File: src/logic/irq_ctrl_pkg.sv
package irq_ctrl_pkg;

  // Register indices; byte address is four times the index
  localparam logic [7:0] EDGE_SEL_IDX    = 8'h05;
  localparam logic [7:0] CORE_STATUS_IDX = 8'h06;
  localparam logic [7:0] IRQ_STATUS_IDX  = 8'h07;
  localparam logic [7:0] PERIPH_REQ_IDX  = 8'h16;
  localparam logic [7:0] PERIPH_EN_IDX   = 8'h17;

  // Field positions in irq_status_control
  localparam int PERIPH_PEND_BIT  = 7;
  localparam int CNT_FLAG_BIT     = 6;
  localparam int TIMER0_FLAG_BIT    = 5;
  localparam int EXT_FLAG_BIT     = 4;
  localparam int PERIPH_GROUP_BIT = 3;
  localparam int CNT_EN_BIT       = 2;
  localparam int TIMER0_EN_BIT      = 1;
  localparam int EXT_EN_BIT       = 0;

  // Field positions elsewhere
  localparam int GLOBAL_DIS_BIT = 4;
  localparam int EXT_EDGE_BIT   = 7;
  localparam int CNT_EDGE_BIT   = 6;

  // Values after reset
  localparam logic [7:0] IRQ_STATUS_RST = 8'h00;
  localparam logic [7:0] PERIPH_REQ_RST = 8'h02;
  localparam logic [7:0] PERIPH_EN_RST  = 8'h00;
  localparam logic [1:0] EDGE_SEL_RST   = 2'h0;

  // Vector addresses
  localparam logic [15:0] RESET_VECTOR  = 16'h0000;
  localparam logic [15:0] EXT_VECTOR    = 16'h0008;
  localparam logic [15:0] TIMER0_VECTOR   = 16'h0010;
  localparam logic [15:0] CNT_VECTOR    = 16'h0018;
  localparam logic [15:0] PERIPH_VECTOR = 16'h0020;

  localparam int NUM_SOURCES = 11;

  typedef enum logic [1:0] {SRC_EXT, SRC_TIMER0, SRC_CNT, SRC_PERIPH} src_type;

  // Captured AHB address phase
  typedef struct packed {
    logic       active;
    logic       write;
    logic [7:0] index;
    logic       aligned;
  } addr_phase_type;

endpackage

File: src/logic/core_interrupt_controller.sv
// Operation
// - Eleven request sources are accepted
// - Global disable set blocks every interrupt
// - Accept sets disable, pushes, loads vector
// - Four vectors, one shared by peripherals
// - Vectoring clears ext, timer0, counter flags
// - Flags set regardless of enables
// - External events see a response latency
// - Return pops stack, clears global disable
// - Bit 7 reads OR of enabled peripheral flags
// - Bit 3 gates all peripheral interrupts
// - Flag set while enable cleared forces reset when global disable is clear
// - Bit 4 external pin edge flag
// - Bit 6 counter pin edge flag
// - Bit 5 timer0 overflow flag
// - Enable bits 2, 1, 0 gate requests
// - Wake leaves the waking flag set
// - Wake with disable clear takes vector
// - Status/control register at 07h, layout fixed
// - Priority ext, timer0, counter, peripherals
// - Reset sets global disable
// - Global disable is core status bit 4
//
// The AHB-Lite slave port is this design's own decision.
`timescale 1ns/1ns
module core_interrupt_controller
  import irq_ctrl_pkg::*;
(
  // Clock and reset
  input  wire logic        mclk,
  input  wire logic        arst_n,
  // AHB-Lite slave
  input  wire logic        hsel,
  input  wire logic [31:0] haddr,
  input  wire logic [1:0]  htrans,
  input  wire logic        hwrite,
  input  wire logic [2:0]  hsize,
  input  wire logic [31:0] hwdata,
  input  wire logic        hready,
  output logic             hreadyout,
  output logic [31:0]      hrdata,
  output logic             hresp,
  // Pins
  input  wire logic        extIrqPin,
  input  wire logic        counterClockPin,
  // Request sources on mclk
  input  wire logic        timer0Overflow,
  input  wire logic [7:0]  periphEvent,
  // Core sequencer
  input  wire logic        irqAccept,
  input  wire logic        returnOp,
  output logic             irqRequest,
  output logic [15:0]      vectorAddr,
  output logic             vectorLoad,
  output logic             stackPush,
  output logic             stackPop,
  output logic             forceReset,
  output logic             wakeUp,
  output logic             globalIrqDisable
);

  addr_phase_type  aphase_r;
  logic [7:0]      isc_r;
  logic [7:0]      pir_r;
  logic [7:0]      pie_r;
  logic [1:0]      edgeSel_r;
  logic            gid_r;
  logic [2:0]      extSync_r;
  logic [2:0]      cntSync_r;
  logic [15:0]     vector_r;
  logic            vectorLoad_r;
  logic            push_r;
  logic            pop_r;
  logic            forceReset_r;
  logic            wake_r;
  logic [31:0]     rdata_r;
  logic            extEdge;
  logic            cntEdge;
  logic            periphPend;
  logic [3:0]      enabledReq;
  logic            anyEnabled;
  src_type         sel;
  logic            take;
  logic            wrEn;
  logic            wrIsc;
  logic [7:0]      wdat;
  logic [2:0]      flagSet;
  logic [2:0]      flagClr;
  logic [7:0]      iscRead;
  logic            rdTake;

  // Bus: zero wait states, always OKAY
  assign hreadyout = 1'b1;
  assign hresp     = 1'b0;

  always_ff @(posedge mclk or negedge arst_n)
  begin
    if (!arst_n)
      aphase_r <= '0;
    else if (hready)
    begin
      aphase_r.active  <= hsel && htrans[1];
      aphase_r.write   <= hwrite;
      aphase_r.index   <= haddr[9:2];
      aphase_r.aligned <= (haddr[31:10] == 22'h0) && (haddr[1:0] == 2'h0) && (hsize == 3'h2);
    end
  end

  assign wrEn  = aphase_r.active && aphase_r.write && aphase_r.aligned;
  assign wrIsc = wrEn && (aphase_r.index == IRQ_STATUS_IDX);
  assign wdat  = hwdata[7:0];

  // Pins pass two flops; third stage is the edge reference
  always_ff @(posedge mclk or negedge arst_n)
  begin
    if (!arst_n)
    begin
      extSync_r <= 3'h0;
      cntSync_r <= 3'h0;
    end
    else
    begin
      extSync_r <= {extSync_r[1:0], extIrqPin};
      cntSync_r <= {cntSync_r[1:0], counterClockPin};
    end
  end

  assign extEdge = edgeSel_r[1] ? (extSync_r[1] && !extSync_r[2])
                                : (!extSync_r[1] && extSync_r[2]);
  assign cntEdge = edgeSel_r[0] ? (cntSync_r[1] && !cntSync_r[2])
                                : (!cntSync_r[1] && cntSync_r[2]);

  // Priority select of enabled requests
  assign periphPend    = |(pir_r & pie_r);
  assign enabledReq[0] = isc_r[EXT_FLAG_BIT] && isc_r[EXT_EN_BIT];
  assign enabledReq[1] = isc_r[TIMER0_FLAG_BIT] && isc_r[TIMER0_EN_BIT];
  assign enabledReq[2] = isc_r[CNT_FLAG_BIT] && isc_r[CNT_EN_BIT];
  assign enabledReq[3] = periphPend && isc_r[PERIPH_GROUP_BIT];
  assign anyEnabled    = |enabledReq;

  always_comb
  begin
    if (enabledReq[0])
      sel = SRC_EXT;
    else if (enabledReq[1])
      sel = SRC_TIMER0;
    else if (enabledReq[2])
      sel = SRC_CNT;
    else
      sel = SRC_PERIPH;
  end

  assign irqRequest = !gid_r && anyEnabled;
  assign take       = irqRequest && irqAccept;

  // Flag sets beat hardware and software clears
  assign flagSet = {cntEdge, timer0Overflow, extEdge};
  always_comb
  begin
    flagClr = 3'h0;
    if (take)
    begin
      case (sel)
        SRC_EXT:  flagClr[0] = 1'b1;
        SRC_TIMER0: flagClr[1] = 1'b1;
        SRC_CNT:  flagClr[2] = 1'b1;
        default:  flagClr = 3'h0;
      endcase
    end
  end

  always_ff @(posedge mclk or negedge arst_n)
  begin
    if (!arst_n)
      isc_r <= IRQ_STATUS_RST;
    else
    begin
      isc_r[PERIPH_PEND_BIT] <= 1'b0;
      if (wrIsc)
        isc_r[PERIPH_GROUP_BIT:EXT_EN_BIT] <= wdat[PERIPH_GROUP_BIT:EXT_EN_BIT];
      for (int i = 0; i < 3; i++)
      begin
        if (flagSet[i])
          isc_r[EXT_FLAG_BIT + i] <= 1'b1;
        else if (flagClr[i])
          isc_r[EXT_FLAG_BIT + i] <= 1'b0;
        else if (wrIsc)
          isc_r[EXT_FLAG_BIT + i] <= wdat[EXT_FLAG_BIT + i];
      end
    end
  end

  // Peripheral flags; software clears them by writing zero
  always_ff @(posedge mclk or negedge arst_n)
  begin
    if (!arst_n)
      pir_r <= PERIPH_REQ_RST;
    else if (wrEn && aphase_r.index == PERIPH_REQ_IDX)
      pir_r <= wdat | periphEvent;
    else
      pir_r <= pir_r | periphEvent;
  end

  always_ff @(posedge mclk or negedge arst_n)
  begin
    if (!arst_n)
    begin
      pie_r     <= PERIPH_EN_RST;
      edgeSel_r <= EDGE_SEL_RST;
    end
    else if (wrEn)
    begin
      if (aphase_r.index == PERIPH_EN_IDX)
        pie_r <= wdat;
      if (aphase_r.index == EDGE_SEL_IDX)
        edgeSel_r <= {wdat[EXT_EDGE_BIT], wdat[CNT_EDGE_BIT]};
    end
  end

  // Global disable: accept sets it, return clears it
  always_ff @(posedge mclk or negedge arst_n)
  begin
    if (!arst_n)
      gid_r <= 1'b1;
    else if (take)
      gid_r <= 1'b1;
    else if (returnOp)
      gid_r <= 1'b0;
    else if (wrEn && aphase_r.index == CORE_STATUS_IDX)
      gid_r <= wdat[GLOBAL_DIS_BIT];
  end
  assign globalIrqDisable = gid_r;

  // Vectoring outputs
  always_ff @(posedge mclk or negedge arst_n)
  begin
    if (!arst_n)
    begin
      vector_r     <= RESET_VECTOR;
      vectorLoad_r <= 1'b0;
      push_r       <= 1'b0;
      pop_r        <= 1'b0;
    end
    else
    begin
      vectorLoad_r <= take;
      push_r       <= take;
      pop_r        <= returnOp && !take;
      if (take)
      begin
        case (sel)
          SRC_EXT:  vector_r <= EXT_VECTOR;
          SRC_TIMER0: vector_r <= TIMER0_VECTOR;
          SRC_CNT:  vector_r <= CNT_VECTOR;
          default:  vector_r <= PERIPH_VECTOR;
        endcase
      end
    end
  end
  assign vectorAddr = vector_r;
  assign vectorLoad = vectorLoad_r;
  assign stackPush  = push_r;
  assign stackPop   = pop_r;

  // Clearing an enable while its flag rises with global disable clear is a known hazard: it resets the core
  always_ff @(posedge mclk or negedge arst_n)
  begin
    if (!arst_n)
      forceReset_r <= 1'b0;
    else
      forceReset_r <= wrIsc && !gid_r && (
        (flagSet[0] && isc_r[EXT_EN_BIT] && !wdat[EXT_EN_BIT]) ||
        (flagSet[1] && isc_r[TIMER0_EN_BIT] && !wdat[TIMER0_EN_BIT]) ||
        (flagSet[2] && isc_r[CNT_EN_BIT] && !wdat[CNT_EN_BIT]) ||
        (|periphEvent && isc_r[PERIPH_GROUP_BIT] && !wdat[PERIPH_GROUP_BIT]));
  end
  assign forceReset = forceReset_r;

  // Wake ignores global disable; the flag stays for software to see
  always_ff @(posedge mclk or negedge arst_n)
  begin
    if (!arst_n)
      wake_r <= 1'b0;
    else
      wake_r <= anyEnabled;
  end
  assign wakeUp = wake_r;

  // Register read
  always_comb
  begin
    iscRead = isc_r;
    iscRead[PERIPH_PEND_BIT] = periphPend;
  end

  always_ff @(posedge mclk or negedge arst_n)
  begin
    if (!arst_n)
      rdata_r <= 32'h0;
    else if (hready && hsel && htrans[1] && !hwrite)
    begin
      if (rdTake)
      begin
        case (haddr[9:2])
          IRQ_STATUS_IDX:  rdata_r <= {24'h0, iscRead};
          CORE_STATUS_IDX: rdata_r <= {27'h0, gid_r, 4'h0};
          PERIPH_REQ_IDX:  rdata_r <= {24'h0, pir_r};
          PERIPH_EN_IDX:   rdata_r <= {24'h0, pie_r};
          EDGE_SEL_IDX:    rdata_r <= {24'h0, edgeSel_r, 6'h0};
          default:         rdata_r <= 32'h0;
        endcase
      end
      else
        rdata_r <= 32'h0;
    end
  end
  assign hrdata = rdata_r;

  // Reads sample in the address phase: a write still in its data phase shows on the next read
  assign rdTake = hready && hsel && htrans[1] && !hwrite && (haddr[31:10] == 22'h0)
                  && (haddr[1:0] == 2'h0) && (hsize == 3'h2);
endmodule // core_interrupt_controller

File: config.mk
export PLATFORM = sky130hd
export DESIGN_NAME = core_interrupt_controller
export DESIGN_NICKNAME = d
export VERILOG_FILES = /design/src/logic/irq_ctrl_pkg.sv /design/src/logic/core_interrupt_controller.sv
export SDC_FILE = /design/constraint.sdc
export NUM_CORES = 1
export LEC_CHECK = 0
export BUFFER_PORTS_ARGS = -buffer_cell sky130_fd_sc_hd__buf_2
export CAP_MARGIN = 20
export CORE_ASPECT_RATIO = 0.5
export CORE_UTILIZATION = 25
export CTS_CLUSTER_SIZE = 14
export DETAILED_ROUTE_END_ITERATION = 12
export HOLD_SLACK_MARGIN = 0.12
export PLACE_DENSITY = 0.52
export SYNTH_ARGS = -nofsm -noshare
export SYNTH_HDL_FRONTEND = slang
export SYNTH_SLANG_ARGS = --single-unit
File: constraint.sdc
create_clock -name mclk -period 3 [get_ports mclk]
set_clock_uncertainty 0.15 [all_clocks]
set_input_delay 0.15 -clock mclk [delete_from_list [all_inputs] [get_ports mclk]]
set_output_delay 0.15 -clock mclk [all_outputs]
set_load 0.02 [all_outputs]
==> run summary, run 1 <==
peak supply drop = 0.275 mV
Ant. Diodes = 0
TritonCTS clock tree = yes
synth unique cells = 46
Hold Slack = 137 ps
DRT Wirelength = 7660 µm
worst slew pin tran = 777 ps
Initial Util = 0.266
Hold Crit Start = haddr[6]
Port-buffer cells = 79
number of synthesis warnings = 0
H-tree depth = 3
setup TNS = 0 ps
Leak = 1.92 nW
ys flop type = dfrtp_1
WP data required = 3110 ps
largest net degree at the start of global routing = 35
Die X = 158 µm
Setup-failing EPs final = 0
root cell of the clock tree = clkbuf_16
Post-synth EDFFs = 0
top-area cell type share of the netlist area = 0.464
Setup Fix Bufs, Post-CTS = 0
Setup crit start = aphase_r[6]
detailed placer's ending HPWL = 5590 µm
Seq/Total Area, Yosys = 0.481
register clock-pin slew on the reported worst setup and hold paths = 50 ps
RR Startpoint = aphase_r[6]
NumNets Final = 478
number of global-route vias before repair = 2273
die extent in y = 79.8 µm
Worst setup EP type = flop
cell accounting for the most synthesized area = dfrtp_1
Synth Area per Inst = 11.0 µm²
main area contributors after synthesis = dfrtp_1, buf_4, mux2_2
Crit Path Class = flop to flop
flops & latches, synth = 58
Routed Antenna Nets = 0
Total GRT Usage = 0.132
Placement Setup Slack = 842 ps
CTS Buf Count = 9
drt drc = 0
minimum clock period = 2690 ps
vias per inst = 4.33
max-slew violation count = 0
worst-case clock buffer depth = 2
Syn Inst Count = 274
Skew-Pair Late Insertion Delay = 330 ps
Synth Cell Area = 3020 µm²
vias after detailed routing = 2405
layout cells sized above 1 = 0.348
RSZ-0062 raised after global routing = false
ys async rst share = 1.00
wire length per cell = 13.8 µm
CTS sink count = 58
initial antenna violation count = 0
Peak Freq = 371 MHz
Core Box Area = 11400 µm²
Routability Congestion = 0.764
Rows = 27
# IOs = 144
final count of hold timing violations = 0
final critical-path share of the clock period = 0.898
first-pass GRT wire length = 12100 µm
post_cts resized = 0
hold buffer count at CTS = 36
HP Class = input port to flop
Critical Path Fanout Max = 16
P&R area growth vs syn = 36.6%
CP arrival = 2800 ps
Die ar. = 12600 µm²
Relative slew margins = 0.482
Max Cap Viol = 0
power density of the placed cells = 573 nW/µm²
final setup margin = 305 ps
First-pass DRT Iterations = 4
grt total ovfl = 0
Worst setup SP type = flop
initial DRC count = 148
outcome = finished, final reports clean
==> final cells by class <==
class | instances | area (µm²)
Clock buffer | 11 | 253
Tap cell | 159 | 199
Clock inverter | 5 | 100
Timing Repair Buffer | 117 | 771
Fill cell | 1125 | 7250
Inverter | 6 | 22.5
Sequential cell | 58 | 1450
Multi-Input combinational cell | 199 | 1330
==> power by group <==
group          switching [mW]  internal [mW]  total (mW)
sequential             0.0347          0.827       0.862
combinational           0.171          0.133       0.304
clock                   0.351          0.852        1.20
total                   0.556           1.81        2.37
==> Yosys cell counts, types with 2 or more instances <==
library cell and number:
dfrtp_1 56, buf_4 40, mux2_2 25, nand2_1 16
nor2_1 12, a21oi_1 10, a22oi_1 10, o21ai_0 10
nor4_1 8, nor2b_1 7, nor3_1 7, inv_1 6
mux2i_1 5, o22ai_1 5, clkbuf_1 4, nand2b_1 4
nand3_1 4, a31oi_1 3, buf_6 3, mux2_4 3
nand3b_1 3, nor3_2 3, o21bai_1 3, a22o_1 2
and3_1 2, conb_1 2, dfstp_2 2
==> layout by cell type (no fill, tap or decap), types with 3 or more instances in the layout <==
| master | instances |
|---|---|
| nand2b_1 | 4 |
| a31oi_1 | 3 |
| dlygate4sd3_1 | 36 |
| mux2_2 | 25 |
| o22ai_1 | 5 |
| o21ai_0 | 10 |
| buf_2 | 79 |
| nor2b_1 | 7 |
| nor3_1 | 7 |
| nor4_1 | 8 |
| inv_1 | 6 |
| conb_1 | 39 |
| nand3b_1 | 3 |
| mux2_4 | 3 |
| dfrtp_1 | 56 |
| clkbuf_16 | 9 |
| o21bai_1 | 3 |
| nor2_1 | 12 |
| bufinv_16 | 3 |
| nand2_1 | 16 |
| nand3_1 | 4 |
| mux2i_1 | 5 |
| a22oi_1 | 10 |
| a21oi_1 | 10 |
| nor3_2 | 3 |
==> per-stage QoR <==
| step | instance area, µm² | power [mW] | instances | utilization |
|---|---|---|---|---|
| 3_3_place_gp | 3420 | 1.14 | 503 | 0.300 |
| 2_1_floorplan | 3160 | 1.07 | 311 | - |
| 5_1_grt | 4130 | 2.46 | 555 | 0.363 |
| 4_1_cts | 4130 | 2.39 | 555 | 0.363 |
| 6_report | 4130 | 2.37 | 555 | 0.363 |
| 3_5_place_dp | 3420 | 1.14 | 503 | 0.300 |
==> worst paths after layout <==
path / endpoint / slack (ps) / cells past startpoint
min reg2reg: cntSync_r[1] / 200 / 0
max reg2reg: pir_r[1] / 310 / 5
min in group asynchronous: extSync_r[0] / 290 / 2
max: pir_r[1] / 310 / 5
max in group asynchronous: pir_r[1] / 1640 / 3
min: aphase_r[5] / 140 / 2
==> sequential cells by signal (all words and copies together), names as in the netlist <==
register / count
stackPush: 1
wakeUp: 1
globalIrqDisable: 1
hrdata: 8
pie_r: 8
edgeSel_r: 2
vectorAddr: 3
cntSync_r: 3
isc_r: 7
pir_r: 8
aphase_r: 11
extSync_r: 3
forceReset: 1
stackPop: 1
==> routing by layer <==
layer	global-route usage	routed length, µm	vias to the layer above
met3	0.0288	337	10
li1	-	-	1142
met5	0	0	-
met1	0.172	3730	1164
met4	0.0524	112	0
met2	0.215	3490	89
==> worst max-delay path: stages (launching register included) <==
cell	delay (ps)
dfrtp_1	400
nor4b_4	320
nand3_2	140
or3b_1	680
a211o_1	370
dlygate4sd3_1	550
==> cells by family after synthesis <==
| family | Yosys count | synth area share |
|---|---|---|
| and+or+nand+nor | 77 | 0.154 |
| DFF | 58 | 0.481 |
| buffers and inverters | 54 | 0.125 |
| AOI/OAI and AO/OA | 49 | 0.106 |
| muxes | 34 | 0.132 |
| other | 2 | 0.00248 |
Note: power is estimated with default switching activity, not from simulation.
==> run 2, diff against run 1 <==
- clock period: 3 -> 3.1 ns (I/O delays scaled with it)
==> run 2 against run 1 <==
Compared with the run above: flip-flop and latch count unchanged; design area fell by 2.4%; largest power group unchanged; cell count fell by 0.18%; core utilization down 0.86 points; maximum frequency decreased by 1.6%; global-route usage fell by 0.35 points; total power shrank 17%; highest routed layer unchanged; sequential power down 3.4%; non-clock buffer count is the same; die area stayed put.
==> run summary, run 2 (synthesis gave the netlist of run 1 again) <==
placed insts = 502 (was 503)
vias after detailed routing = 2367 (was 2405)
NumNets Final = 478 (unchanged)
Relative slew margins = 0.537 (was 0.482)
H-tree depth = 3 (unchanged)
largest net degree at the start of global routing = 38 (was 35)
Initial Util = 0.266 (unchanged)
WHS Endpoint = hrdata[3] (was aphase_r[5])
CP max-delay cell = or3b_1 (unchanged)
Critical Path Fanout Max = 16 (unchanged)
CTS sink count = 58 (unchanged)
Worst setup SP type = flop (unchanged)
WP data required = 3160 ps (was 3110 ps)
Leak = 1.88 nW (was 1.92 nW)
minimum clock period = 2740 ps (was 2690 ps)
Reg2Reg Setup Slack = 360 ps (was 310 ps)
initial antenna violation count = 0 (unchanged)
worst path bufs/invs = 1 (unchanged)
Port-buffer cells = 79 (unchanged)
Routed Antenna Nets = 0 (unchanged)
setup TNS = 0 ps (unchanged)
Largest register FFs = 11 (unchanged)
worst slew pin tran = 688 ps (was 777 ps)
DRT Wirelength = 7410 µm (was 7660 µm)
number of global-route vias before repair = 2268 (was 2273)
root cell of the clock tree = clkbuf_16 (unchanged)
Power, Total = 1.97 mW (was 2.37 mW)
layout cells sized above 1 = 0.339 (was 0.348)
Placement Setup Slack = 937 ps (was 842 ps)
HP Class = input port to flop (unchanged)
initial DRC count = 92 (was 148)
most frequent cells in the layout = buf_2, dfrtp_1, conb_1 (unchanged)
final critical-path share of the clock period = 0.883 (was 0.898)
outcome = finished, final reports clean (unchanged)
Peak Freq = 365 MHz (was 371 MHz)
fin cells = 554 (was 555)
RR Endpoint = pir_r[2] (was pir_r[1])
CP cell instances = nor4b_4, nand3_2, or3b_1, nor3_1, a21oi_1, dlygate4sd3_1 (was nor4b_4, nand3_2, or3b_1, a211o_1, dlygate4sd3_1)
TritonCTS clock tree = yes (unchanged)
Routability Congestion = 0.779 (was 0.764)
final setup margin = 361 ps (was 305 ps)
drt drc = 0 (unchanged)
max-slew violation count = 0 (unchanged)
P&R area growth vs syn = 33.4% (was 36.6%)
Die X = 158 µm (unchanged)
Placed Area = 3410 µm² (was 3420 µm²)
final count of hold timing violations = 0 (unchanged)
Rows = 27 (unchanged)
Die ar. = 12600 µm² (unchanged)
Core Box Area = 11400 µm² (unchanged)
wire length per cell = 13.4 µm (was 13.8 µm)
power density of the placed cells = 488 nW/µm² (was 573 nW/µm²)
die extent in y = 79.8 µm (unchanged)
Crit path max-delay family = simple AND/OR/NAND/NOR gates (unchanged)
RR Startpoint = aphase_r[6] (unchanged)
hold path depth = 4 (was 2)
Finished Cell Area = 4030 µm² (was 4130 µm²)
Hold Crit Start = htrans[1] (was haddr[6])
Setup-failing EPs final = 0 (unchanged)
RSZ-0062 raised after global routing = false (unchanged)
Worst setup EP type = flop (unchanged)
register clock-pin slew on the reported worst setup and hold paths = 50 ps (about the same)
first-pass GRT wire length = 11800 µm (was 12100 µm)
CP arrival = 2790 ps (was 2800 ps)
CTS Buf Count = 9 (unchanged)
Max stage delay on crit path = 690 ps (was 680 ps)
Total GRT Usage = 0.129 (was 0.132)
most common cell after layout, fill and taps aside = buf_2 (unchanged)
Worst Reg-to-Reg Cells = 6 (was 5)
Max Cap Viol = 0 (unchanged)
detailed placer's ending HPWL = 5600 µm (was 5590 µm)
vias per inst = 4.27 (was 4.33)
Setup Fix Bufs, Post-CTS = 0 (unchanged)
worst-case clock buffer depth = 2 (unchanged)
# IOs = 144 (unchanged)
Crit Path Class = flop to flop (unchanged)
First-pass DRT Iterations = 4 (unchanged)
Ant. Diodes = 0 (unchanged)
Skew-Pair Late Insertion Delay = 320 ps (was 330 ps)
largest register by flop count = aphase_r (unchanged)
peak supply drop = 0.277 mV (was 0.275 mV)
grt total ovfl = 0 (unchanged)
## run 2: cell types whose count changed in the layout (fill, tap and decap cells not counted)
| cell | change |
|---|---|
| clkbuf_1 | +2 |
| bufinv_16 | -3 |
| dlygate4sd3_1 | +1 |
| clkinv_2 | +2 |
| clkbuf_8 | -2 |
| buf_4 | -1 |
## run 2: where the power goes
group          total, mW  switching (mW)  internal [mW]
clock network      0.843           0.315          0.528
registers          0.833          0.0322          0.801
logic              0.291           0.164          0.128
total               1.97           0.511           1.46
## run 2: area by class of cell
type                            instances  area (µm²)
Sequential cell                        58        1450
Tap cell                              159         199
Inverter                                6        22.5
Clock inverter                          4        20.0
Timing Repair Buffer                  117         773
Multi-Input combinational cell        199        1330
Fill cell                            1151        7350
Clock buffer                           11         233
## run 2: worst max path at each step
| stage | start | end | slack, ps | cells after the start |
|---|---|---|---|---|
| 5_1_grt | aphase_r[6] | pir_r[2] | 200 | 6 |
| 2_1_floorplan | aphase_r[6] | isc_r[0] | 1210 | 5 |
| 4_1_cts | aphase_r[6] | pir_r[2] | 380 | 6 |
| 6_report | aphase_r[6] | pir_r[2] | 360 | 6 |
| 3_3_place_gp | aphase_r[6] | pir_r[1] | 950 | 4 |
| 3_5_place_dp | aphase_r[6] | pir_r[2] | 940 | 5 |
## run 2: per-stage QoR
step	utilization	hold slack, ps
6_report	0.354	137
5_1_grt	0.354	145
4_1_cts	0.354	135
3_5_place_dp	0.299	2.04
3_3_place_gp	0.299	4.83
2_1_floorplan	-	-291
## run 2: what timing repair did
| action | in CTS | in global routing |
|---|---|---|
| hold buffers | 37 | 0 |
| endpoints found under the hold margin | 63 | 0 |
| resized for setup | 0 | 0 |
## run 2: metal layers
layer | track usage | wire length, µm | vias up
li1 | - | - | 1156
met1 | 0.163 | 3600 | 1107
met2 | 0.205 | 3270 | 97
met3 | 0.0380 | 443 | 7
met4 | 0.0524 | 98 | 0
met5 | 0 | 0 | -
## run 2: tightest hold or removal path, stage by stage
cell and delay [ps]:
buf_2 110, nand4b_2 180, nand2_1 70, o21ai_0 60
==> run 3, diff against run 2 <==
--- a/config.mk
+++ b/config.mk
@@ -6,4 +6,5 @@
 export NUM_CORES = 1
 export LEC_CHECK = 0
+export ABC_CLOCK_PERIOD_IN_PS = 3100
 export BUFFER_PORTS_ARGS = -buffer_cell sky130_fd_sc_hd__buf_2
 export CAP_MARGIN = 20
==> constraint.sdc (replaced) <==
create_clock -name mclk -period 3.1 [get_ports mclk]
set_clock_uncertainty 0.15 [all_clocks]
set_input_delay 0.775 -clock mclk [delete_from_list [all_inputs] [get_ports mclk]]
set_output_delay 0.775 -clock mclk [all_outputs]
set_load 0.02 [all_outputs]
==> run 3 against run 2 <==
Compared with the run above: global-route usage fell by 0.21 points; sequential share of layout area grew 3.3 points; sequential power is essentially flat; die area unchanged; clock power is 4.3% higher; largest power group unchanged.
==> run summary, run 3 (synthesis gave the netlist of run 1 again) <==
DRT Wirelength = 7360 µm (was 7410 µm)
TritonCTS clock tree = yes (unchanged)
outcome = finished, final reports clean (unchanged)
Core Box Area = 11400 µm² (unchanged)
Setup Fix Bufs, Post-CTS = 0 (unchanged)
max-slew violation count = 0 (unchanged)
hold buffer count at CTS = 0 (was 37)
first-pass GRT wire length = 11500 µm (was 11800 µm)
vias after detailed routing = 2267 (was 2367)
Port-buffer cells = 79 (unchanged)
largest net degree at the start of global routing = 37 (was 38)
layout cells sized above 1 = 0.375 (was 0.339)
die extent in y = 79.8 µm (unchanged)
H-tree depth = 3 (unchanged)
CTS sink count = 58 (unchanged)
CP max-delay cell = dfrtp_1 (was or3b_1)
P&R area growth vs syn = 22.2% (was 33.4%)
setup TNS = 0 ps (unchanged)
# IOs = 144 (unchanged)
Skew-Pair Late Insertion Delay = 320 ps (about the same)
Routed Antenna Nets = 0 (unchanged)
Hold Slack = 195 ps (was 137 ps)
Peak Freq = 350 MHz (was 365 MHz)
Largest register FFs = 11 (unchanged)
CP arrival = 1930 ps (was 2790 ps)
Gate power share = 0.131 (was 0.148)
Rows = 27 (unchanged)
Max Cap Viol = 0 (unchanged)
Relative slew margins = 0.556 (was 0.537)
Total GRT Usage = 0.127 (was 0.129)
minimum clock period = 2860 ps (was 2740 ps)
final count of hold timing violations = 0 (unchanged)
initial DRC count = 135 (was 92)
power density of the placed cells = 533 nW/µm² (was 488 nW/µm²)
grt total ovfl = 0 (unchanged)
post_cts resized = 0 (unchanged)
wire length per cell = 14.2 µm (was 13.4 µm)
Seq pwr share = 0.423 (about the same)
Worst setup EP type = output pin (was flop)
P_int = 1.46 mW (about the same)
First-pass DRT Iterations = 4 (unchanged)
Ant. Diodes = 0 (unchanged)
Placed Area = 3430 µm² (was 3410 µm²)
drt drc = 0 (unchanged)
Die X = 158 µm (unchanged)
peak supply drop = 0.245 mV (was 0.277 mV)
WP data required = 2170 ps (was 3160 ps)
Leak = 1.74 nW (was 1.88 nW)
clock share of power = 0.446 (was 0.429)
number of global-route vias before repair = 2097 (was 2268)
NumNets Final = 442 (was 478)
Routability Congestion = 0.789 (was 0.779)
detailed placer's ending HPWL = 5640 µm (was 5600 µm)
largest register by flop count = aphase_r (unchanged)
Initial Util = 0.266 (unchanged)
Switching Share = 0.260 (about the same)
most frequent cells in the layout = buf_2, dfrtp_1, conb_1 (unchanged)
fin cells = 519 (was 554)
CP cell instances = a22oi_1, nand2_1, or2_2, a21oi_1, nor2_1, buf_2 (was nor4b_4, nand3_2, or3b_1, nor3_1, a21oi_1, dlygate4sd3_1)
placed insts = 503 (was 502)
worst-case clock buffer depth = 2 (unchanged)
register clock-pin slew on the reported worst setup and hold paths = 50 ps (about the same)
HP Class = flop to flop (was input port to flop)
Worst setup SP type = flop (unchanged)
CTS Buf Count = 9 (unchanged)
Crit path max-delay family = compound AO/OA/AOI/OAI gates (was simple AND/OR/NAND/NOR gates)
root cell of the clock tree = clkbuf_16 (unchanged)
final critical-path share of the clock period = 0.922 (was 0.883)
worst path bufs/invs = 1 (unchanged)
RSZ-0062 raised after global routing = false (unchanged)
most common cell after layout, fill and taps aside = buf_2 (unchanged)
Die ar. = 12600 µm² (unchanged)
Max stage delay on crit path = 410 ps (was 690 ps)
Critical Path Fanout Max = 4 (was 16)
Psw = 0.513 mW (was 0.511 mW)
Setup-failing EPs final = 0 (unchanged)
Finished Cell Area = 3690 µm² (was 4030 µm²)
worst slew pin tran = 660 ps (was 688 ps)
Reg2Reg Setup Slack = 960 ps (was 360 ps)
Crit Path Class = flop to output pin (was flop to flop)
initial antenna violation count = 0 (unchanged)
vias per inst = 4.37 (was 4.27)
run 3: changes by cell type in the layout (fill, tap and decap cells not counted), sizes merged:
cell / previous run / this run
dlygate4sd3: 37 / 0
buf: 80 / 81
clkinv: 4 / 3
clkbuf: 11 / 13
run 3: path summary, 6_finish.rpt:
check                                   from                to  cells after the start
worst max-delay path                pir_r[0]        irqRequest                      6
min in group asynchronous             arst_n      extSync_r[0]                      1
worst min-delay path            cntSync_r[0]      cntSync_r[1]                      0
worst max register to register   aphase_r[6]          pir_r[1]                      4
max in group asynchronous             arst_n  globalIrqDisable                      2
worst min register to register  cntSync_r[0]      cntSync_r[1]                      0
run 3: metal layers:
metal | track usage | wire length (µm)
met2 | 0.197 | 3280
met5 | 0 | 0
met4 | 0.0466 | 91
met3 | 0.0407 | 518
met1 | 0.164 | 3470
run 3: worst register-to-register path: stages, from the launching register on:
cell	delay, ps
dfrtp_1	390
nor4b_4	310
nand3_2	140
or3b_1	680
a211o_1	390
run 3: power groups by stage:
stage	Clock (mW)	Combinational (mW)	Sequential (mW)
global route	0.932	0.287	0.840
CTS	0.899	0.261	0.835
global placement	0	0.258	0.845
detailed placement	0	0.260	0.847
finish	0.879	0.258	0.835
floorplan	0	0.175	0.857
run 3: area by class of cell:
| cell class | count | area (µm²) |
|---|---|---|
| inverter | 6 | 22.5 |
| sequential | 58 | 1450 |
| fill | 1161 | 7690 |
| clock inverter | 3 | 15.0 |
| tap | 159 | 199 |
| multi-input combinational | 199 | 1330 |
| clock buffer | 13 | 250 |
| timing repair buffer | 81 | 423 |
run 3: through the flow:
stage / power, mW / utilization / setup slack [ps]
after global routing: 2.06 / 0.325 / 76.9
final: 1.97 / 0.325 / 243
after floorplan: 1.03 / - / 860
after detailed placement: 1.11 / 0.301 / 580
after CTS: 1.99 / 0.325 / 226
after global placement: 1.10 / 0.301 / 587
